## config.mk

```make
export PLATFORM = sky130hd
export DESIGN_NAME = srw_supervisor
export DESIGN_NICKNAME = d
export VERILOG_FILES = /design/src/core/srw_supervisor.v /design/src/core/srw_sync.v
export VERILOG_INCLUDE_DIRS = /design/src /design/src/core
export SDC_FILE = /design/constraint.sdc
export NUM_CORES = 1
export LEC_CHECK = 0
export BUFFER_PORTS_ARGS = -buffer_cell sky130_fd_sc_hd__buf_2
export CORE_MARGIN = 2
export CORE_UTILIZATION = 55
export DETAILED_ROUTE_END_ITERATION = 16
export GPL_TIMING_DRIVEN = 0
export PLACE_DENSITY = 0.72
export SYNTH_ARGS = -nofsm -noshare
export SYNTH_HDL_FRONTEND = slang
export SYNTH_SLANG_ARGS = --single-unit
```

## constraint.sdc

```tcl
create_clock -name core_clk -period 2 [get_ports core_clk]
set_input_delay 0.2 -clock core_clk [delete_from_list [all_inputs] [get_ports core_clk]]
set_output_delay 0.2 -clock core_clk [all_outputs]
set_load 0.005 [all_outputs]
```

## src/core/srw_defs.vh

```
// How it works
// - a watchdog timeout drives reset low as one pulse of 200ms
// - reset stays asserted while supply is low, then full timeout after
// - each supply dip asserts reset and restarts the timeout counter
// - a brownout drives reset low at once
// - manual reset low holds reset; 200ms more after it returns high
// - bouncing manual input: any low holds, timeout from the last rise
// - an open manual-reset input reads high and causes no reset
// - kick input static for 1.6sec while counting triggers a reset pulse
// - watchdog counter clears on every kick edge and every reset pulse
// - watchdog counter held at zero during reset, counts after release
// - a static kick input yields a reset pulse every 1.8sec
// - the watchdog can never be disabled
// - open-drain reset follows reset_n_out: driven low during reset, released when idle
// - power-fail flag low while sense input is below its reference
// - supply below switch level forces the power-fail flag low
// - above switch level on power-up the flag follows the comparator
// - backup select when below switch level and backup higher, or <1.75V
// - return to main supply only once supply is above reset threshold
`ifndef SRW_DEFS_VH
`define SRW_DEFS_VH
`define SRW_CLK_HZ        40000000
`define SRW_RST_TIME_MS   200
`define SRW_WD_TIME_MS    1600
`define SRW_RST_CYCLES    ((`SRW_CLK_HZ / 1000) * `SRW_RST_TIME_MS)
`define SRW_WD_CYCLES     ((`SRW_CLK_HZ / 1000) * `SRW_WD_TIME_MS)
`define SRW_CNT_W         32
`endif

```

## src/core/srw_supervisor.v

```verilog
`timescale 1ns/100ps
`include "srw_defs.vh"
module srw_supervisor #(
  parameter [31:0] RST_CYCLES = `SRW_RST_CYCLES,
  parameter [31:0] WD_CYCLES  = `SRW_WD_CYCLES
) (
  input  wire core_clk,
  input  wire rst_n,
  input  wire supply_below_reset_in,
  input  wire supply_below_switch_in,
  input  wire supply_below_min_in,
  input  wire backup_above_supply_in,
  input  wire power_fail_sense_in,
  input  wire manual_reset_n_in,
  input  wire watchdog_kick_in,
  output reg  reset_n_out,
  output reg  reset_od_out,
  output reg  reset_od_oe,
  output reg  power_fail_flag_n,
  output reg  backup_select_out
);
  // ----------------------------------------
  // input synchronisers
  // ----------------------------------------
  // manual reset sync flops reset to 0; mr_n is forced high only while rst_n is low
  wire [6:0] raw_in;
  wire [6:0] syn;
  assign raw_in = {watchdog_kick_in, manual_reset_n_in, power_fail_sense_in,
                   backup_above_supply_in, supply_below_min_in,
                   supply_below_switch_in, supply_below_reset_in};
  srw_sync #(.W(7), .INIT(1'b0)) u_sync (
    .core_clk (core_clk),
    .rst_n    (rst_n),
    .d        (raw_in),
    .q        (syn)
  );
  wire below_rst = syn[0];
  wire below_sw  = syn[1];
  wire below_min = syn[2];
  wire bat_high  = syn[3];
  wire pf_low    = syn[4];
  wire mr_n      = syn[5] | ~rst_n;
  wire kick      = syn[6];

  // ----------------------------------------
  // reset timer
  // ----------------------------------------
  reg  [`SRW_CNT_W-1:0] rst_cnt_ff;
  reg  [`SRW_CNT_W-1:0] wd_cnt_ff;
  reg                   kick_ff;
  reg                   hold_ff;
  reg  [`SRW_CNT_W-1:0] nxt_rst_cnt;
  reg  [`SRW_CNT_W-1:0] nxt_wd_cnt;
  reg                   nxt_hold;
  wire                  wd_fire;
  wire                  kick_edge;
  wire                  cause;

  assign kick_edge = kick ^ kick_ff;
  assign wd_fire   = !hold_ff && (wd_cnt_ff >= WD_CYCLES - 32'h1);
  // level causes hold reset; dips restart the timer
  assign cause     = below_rst | ~mr_n;

  always @* begin
    nxt_rst_cnt = rst_cnt_ff;
    nxt_hold    = hold_ff;
    if (cause || wd_fire) begin
      nxt_hold    = 1'b1;
      nxt_rst_cnt = {`SRW_CNT_W{1'b0}};
    end else if (hold_ff) begin
      if (rst_cnt_ff >= RST_CYCLES - 32'h1) begin
        nxt_hold    = 1'b0;
        nxt_rst_cnt = {`SRW_CNT_W{1'b0}};
      end else begin
        nxt_rst_cnt = rst_cnt_ff + 32'h1;
      end
    end
  end

  // ----------------------------------------
  // watchdog counter
  // ----------------------------------------
  // no enable input exists: the watchdog always runs outside reset
  always @* begin
    if (hold_ff || kick_edge || wd_fire) begin
      nxt_wd_cnt = {`SRW_CNT_W{1'b0}};
    end else begin
      nxt_wd_cnt = wd_cnt_ff + 32'h1;
    end
  end

  always @(posedge core_clk) begin
    if (!rst_n) begin
      rst_cnt_ff        <= {`SRW_CNT_W{1'b0}};
      wd_cnt_ff         <= {`SRW_CNT_W{1'b0}};
      kick_ff           <= 1'b0;
      hold_ff           <= 1'b1;
      reset_n_out       <= 1'b0;
      reset_od_out      <= 1'b0;
      reset_od_oe       <= 1'b1;
      power_fail_flag_n <= 1'b0;
      backup_select_out <= 1'b0;
    end else begin
      rst_cnt_ff   <= nxt_rst_cnt;
      wd_cnt_ff    <= nxt_wd_cnt;
      kick_ff      <= kick;
      hold_ff      <= nxt_hold;
      reset_n_out  <= ~nxt_hold;
      reset_od_out <= 1'b0;
      reset_od_oe  <= nxt_hold;
      // comparator path is separate from reset logic
      power_fail_flag_n <= ~(pf_low | below_sw);
      if (below_min || (below_sw && bat_high)) begin
        backup_select_out <= 1'b1;
      end else if (!below_rst) begin
        backup_select_out <= 1'b0;
      end
    end
  end
endmodule // srw_supervisor

```

## src/core/srw_sync.v

```verilog
`timescale 1ns/100ps
// ----------------------------------------
// two-flop synchroniser, vector wide
// ----------------------------------------
module srw_sync #(
  parameter W    = 1,
  parameter INIT = 1'b0
) (
  input  wire         core_clk,
  input  wire         rst_n,
  input  wire [W-1:0] d,
  output wire [W-1:0] q
);
  reg [W-1:0] meta_ff;
  reg [W-1:0] sync_ff;
  always @(posedge core_clk) begin
    if (!rst_n) begin
      meta_ff <= {W{INIT}};
      sync_ff <= {W{INIT}};
    end else begin
      meta_ff <= d;
      sync_ff <= meta_ff;
    end
  end
  assign q = sync_ff;
endmodule // srw_sync

```

## After elaboration in Yosys (flattened, before gate mapping)

Index checks and enable logic that the tools add are counted.
Widths: inputs -> output; s select.

| cells by class | value |
|---|---|
| equality and inequality tests | 1 |
| reductions and logical operators | 9 |
| bitwise gates (word level) | 8 |
| mux-type cells | 6 |
| add/subtract/negate cells | 2 |
| magnitude comparators | 2 |

Operators by type and width:

| operator | number |
|---|---|
| $add 32x1->32 const B | 2 |
| $ge 32x23->1 const B | 1 |
| $ge 32x26->1 const B | 1 |
| $mux 32 | 1 |
| $mux 1 | 5 |
| $logic_or 1x1->1 | 4 |
| $not 1->1 | 4 |
| $reduce_or 2->1 | 2 |
| $or 1x1->1 | 3 |
| $logic_and 1x1->1 | 2 |
| $ne 2x2->1 const B | 1 |
| $logic_not 1->1 | 1 |
| $xor 1x1->1 | 1 |

| word-level totals | value |
|---|---|
| output and inout port bits | 5 |
| bits of input ports | 9 |
| bits in registers | 83 |

## Logic depth before layout (Yosys ltp)

| depth | value |
|---|---|
| depth in word-level cells | 7 |
| mapped depth | 7 |

## Modules after synthesis

From an unflattened synthesis, not the netlist that was laid out.

| unflattened totals | value |
|---|---|
| cell total of the unflattened synthesis | 380 |
| area total of the unflattened synthesis | 3,453.3 µm² |

By module, submodules not included:

| module | sequential area each (µm²) | cells an instance | instances | area an instance (µm²) |
|---|---|---|---|---|
| srw_supervisor | 1,381.3 | 351 | 1 | 3,061.7 |
| srw_sync | 280.3 | 29 | 1 | 391.6 |

## Worst setup path before layout

No wires, ideal clock.

| path | value |
|---|---|
| path type | reg-to-reg |
| start point | register rst_cnt_ff[0] |
| end point | register rst_cnt_ff[21] |
| path buffers | 0 |
| library setup time | 0.088 ns |
| setup slack | 0.205 ns |
| arrival | 1.707 ns |
| stages on the path, launching flop included | 7 |
| cells stage by stage | dfxtp_1 > ha_1 > nand4_1 > nor2_1 > o211ai_2 > or4b_1 > a311oi_2 |

| on the way | value |
|---|---|
| cells in the longest elaborated chain, start to end | 2 |
| elaborated cells between the ends (all ways) | 3 |
| classes of those cells | add/sub (1); order compare (1); mux (1) |

RTL lines:

| element | line | source |
|---|---|---|
| from (decl) | srw_supervisor.v:48 | `` reg [`SRW_CNT_W-1:0] rst_cnt_ff; `` |
| from (signal assigned) | srw_supervisor.v:94 | `` rst_cnt_ff <= {`SRW_CNT_W{1'b0}}; `` |
| from (signal assigned) | srw_supervisor.v:104 | `rst_cnt_ff <= nxt_rst_cnt;` |
| $add 32x1->32 or $ge 32x23->1 (tied branches) | srw_supervisor.v:75, srw_supervisor.v:71 |  |
| $mux 32 (*) | srw_supervisor.v:71 | `if (rst_cnt_ff >= RST_CYCLES - 32'h1) begin` |

Every way passes the cells marked *; elsewhere a longest branch is shown, timed or not.
A chain may end at the register's enable or synchronous reset.

## Worst setup path after layout

| path | value |
|---|---|
| start point | register wd_cnt_ff[0] |
| end point | register rst_cnt_ff[31] |

| on the way | value |
|---|---|
| cells in the longest elaborated chain, start to end | 4 |

RTL lines:

| element | line | source |
|---|---|---|
| from (decl) | srw_supervisor.v:49 | `` reg [`SRW_CNT_W-1:0] wd_cnt_ff; `` |
| from (signal assigned) | srw_supervisor.v:95 | `` wd_cnt_ff <= {`SRW_CNT_W{1'b0}}; `` |
| from (signal assigned) | srw_supervisor.v:105 | `wd_cnt_ff <= nxt_wd_cnt;` |
| $ge 32x26->1 | srw_supervisor.v:60 | `assign wd_fire = !hold_ff && (wd_cnt_ff >= WD_CYCLES - 32'h1);` |
| $logic_and 1x1->1 | srw_supervisor.v:60 |  |
| $logic_or 1x1->1 | srw_supervisor.v:67 | `if (cause \|\| wd_fire) begin` |
| $reduce_or 2->1 (no source line) | - |  |

No other way between the ends.

==> flow_summary_export.csv <==
group,metric,value,unit
sta,hold_violations,0,
routing,num_vias,3021,
min_path,hold_path_class,"in -> reg",
yosys,synth.distinct_cells,52,
worst_setup_path,worstPathArrival,2.19,ns
yosys,syn_inst,385,
sta,fin_worst_skew,0.01496,ns
routing,drcViolationCount,0,
yosys,synth-seq-area-share,0.4650,
yosys,synth_top_area_cell,"dfxtp_1",
clock_tree,clkSinkCount,83,
sta,tightest_slew,0.6489,ns
floorplan,initial_core_util,0.5660,
placement,globalplace.congestion,0.8069,
yosys,avgSynthCellArea,9.282,um^2
finish,nNetsFinal,438,
clock_tree,cts-root-buf,"clkbuf_8",
routing,detail_route.first_pass.iterations,4,
status,status,"finished, final reports clean",
worst_setup_path,slowest_stage,"o41ai_4",
finish,drive_gt1_frac,0.2199,
sta,whs,0.05925,ns
run,cap_violations,0,
global_routing,grt_pass1_vias,2817,
global_routing,grt_overflow,0,
clock_tree,h-tree-depth,3,
sta,grt_setup_unrepaired,"true",
sta,setup_viol,0,
global_routing,use_met2,0.3372,
worst_setup_path,critPathTopFamily,"compound AO/OA/AOI/OAI gates",
finish,antenna_cells,0,
worst_setup_path,crit_buf_inv,1,
global_routing,use_met1,0.2813,
floorplan,io_pins,14,
yosys,syn_area,3573,um^2
routing,detail_route.vias_per_cell,5.935,
placement,place_ws,-0.1455,ns
worst_setup_path,cp_cell_sequence,"ha_4 -> nand4_1 -> nor3_4 -> o41ai_4 -> a31oi_4 -> buf_4 -> a211oi_1",
routing,wl_per_cell,14.72,um
worst_setup_path,max_stage_delay,0.46,ns
sta,setup_ws,0.06934,ns
placement,place.detailed.hpwl,4791,um
routing,ant_nets,0,
finish,syn_to_final_growth,18.56,%
yosys,synth_edf_count,0,
floorplan,dieArea,7158,um^2
power_and_ir_drop,ir_worst_vdd,0.5422,mV
clock_tree,cts_tree,"built",
yosys,ys_ff_latch,83,
placement,numPortBuffers,12,
sta,fin_crit,1.931,ns
worst_setup_path,crit_path_start_kind,"register",
sta,fin_crit_sh,0.9653,
clock_tree,cts_max_path_buffers,2,
global_routing,grt_max_degree,14,
yosys,synth.top_cell.area_share,0.4650,
floorplan,design.core.area,6314,um^2
worst_setup_path,critical_path.endpoint_type,"register",
power_and_ir_drop,power_density,687.8,nW/um^2
routing,drtIter0Drc,164,
finish,instances_no_fill,509,
floorplan,die_h,84.61,um
worst_setup_path,critPathKind,"reg -> reg",
yosys,synth-main-ff-cell,"dfxtp_1",
yosys,yosysWarnings,0,
sta,fmax,518.0,MHz
global_routing,antenna_found_initial,0,
worst_setup_path,path_max_fanout,5,
clock_tree,path_clk_slew,0.08,ns
global_routing,grt.total_usage,0.2127,
floorplan,std_cell_rows,29,
power_and_ir_drop,power,0.002914,W
placement,dpl.cell_count,480,
clock_tree,hold_buffers,0,
yosys,synthArstFlopShare,0,
yosys,synthTopCellsByArea,"dfxtp_1, nor2_1, nand3_1",
global_routing,met3_usage,0.04031,
worst_setup_path,cp_data_required_time,2.26,ns
power_and_ir_drop,p_leak,1.481,nW
clock_tree,clk_latency,0.35,ns
sta,slew_viol_final,0,
global_routing,top_usage_layer,"met2",
sta,maxSlewHeadroom,0.5674,
global_routing,grt_pass1_wl,12410,um
clock_tree,cts_made_buffers,9,
routing,wl,7495,um
floorplan,die_x,84.61,um
kinds of logic (layout without fill, tap and decap cells):
group                      count (synthesis)  count (layout)  share of synthesized area
DFF                                       83              83                     0.4650
xor gates and xnor gates                  23              23                    0.05637
other                                      1               7                   0.001049
AOI/OAI and AO/OA                         66              66                     0.1513
and+or+nand+nor                          181             181                     0.2749
buffers and inverters                     29              70                    0.04446
adders and majority gates                  2               2                   0.007002
layout make-up:
cell class	instances	area [um^2]
clock buffers	12	145.1
well taps	77	96.34
repair buffers	25	171.4
plain buffers	19	125.1
flip-flops and latches	83	1669
multi-input cells	279	1942
inverters	10	37.54
fillers	525	2077
clock inverters	4	50.05
state kept, by name, summed over array words and instances, names as in the netlist:
register           cells
rst_cnt_ff            32
wd_cnt_ff             32
u_sync.meta_ff         7
u_sync.q               7
backup_select_out      1
hold_ff                1
kick_ff                1
power_fail_flag_n      1
reset_n_out            1
through the flow:
step	instance area, um^2	utilization	setup TNS, ns
2_1_floorplan	3596	-	0
3_3_place_gp	3752	0.5943	-0.8087
3_5_place_dp	3752	0.5943	-1.355
4_1_cts	3990	0.6320	0
5_1_grt	4237	0.6710	-0.2339
6_report	4237	0.6710	0
synthesized netlist by cell type (2+ instances only):
| master | number |
|---|---|
| a41oi_1 | 5 |
| nand3_1 | 27 |
| ha_1 | 2 |
| o31ai_1 | 2 |
| nor4b_1 | 2 |
| a311oi_1 | 14 |
| nand4_1 | 15 |
| a211oi_1 | 4 |
| buf_2 | 7 |
| nand3b_1 | 2 |
| and3_1 | 9 |
| nor3b_1 | 6 |
| and4_1 | 5 |
| inv_1 | 9 |
| xor2_1 | 14 |
| or4_1 | 3 |
| a31oi_1 | 14 |
| nand2_1 | 28 |
| clkbuf_1 | 6 |
| nor3_1 | 11 |
| and2_1 | 18 |
| a21oi_1 | 8 |
| nor4_1 | 6 |
| buf_6 | 5 |
| dfxtp_1 | 83 |
| o211ai_1 | 7 |
| xnor2_1 | 9 |
| nor2_1 | 40 |
worst paths after layout:
kind                             from                end  slack, ns  depth (start not counted)
setup / recovery         wd_cnt_ff[0]     rst_cnt_ff[31]       0.07                          7
hold / removal    supply_below_min_in  u_sync.meta_ff[2]       0.06                          2
setup reg to reg         wd_cnt_ff[0]     rst_cnt_ff[31]       0.07                          7
hold reg to reg           u_sync.q[4]  power_fail_flag_n       0.41                          1
cell usage in the layout (no fill, tap or decap), types with 10 or more instances in the layout:
cell      instances
nand2_1          28
nor2_1           37
xor2_1           14
dfxtp_1          77
a31oi_1          14
and2_1           18
buf_4            11
buf_2            20
clkbuf_8         10
nand4_1          15
nand3_1          26
routing by layer:
layer / vias to the layer above / part of all wire / wire (um)
met4: 0 / 0.027 / 202
met1: 1425 / 0.48 / 3585
met5: - / 0 / 0
met2: 76 / 0.45 / 3359
met3: 20 / 0.046 / 348
li1: 1500 / - / -
report_power, final:
part | internal, W | switching (W) | leakage (nW)
Sequential | 0.00167 | 0.00000681 | 0.677
Clock | 0.000610 | 0.000576 | 0.0926
Combinational | 0.0000247 | 0.0000226 | 0.711
Total | 0.00231 | 0.000605 | 1.48
repair_timing:
item / 4_1_cts / 5_1_grt
endpoints found under the setup margin: 25 / 56
pin swaps: 2 / 8
gates resized for setup: 4 / 40
cloned: 0 / 2
buffers inserted: 3 / 8
Note: power is estimated with default switching activity, not from simulation.
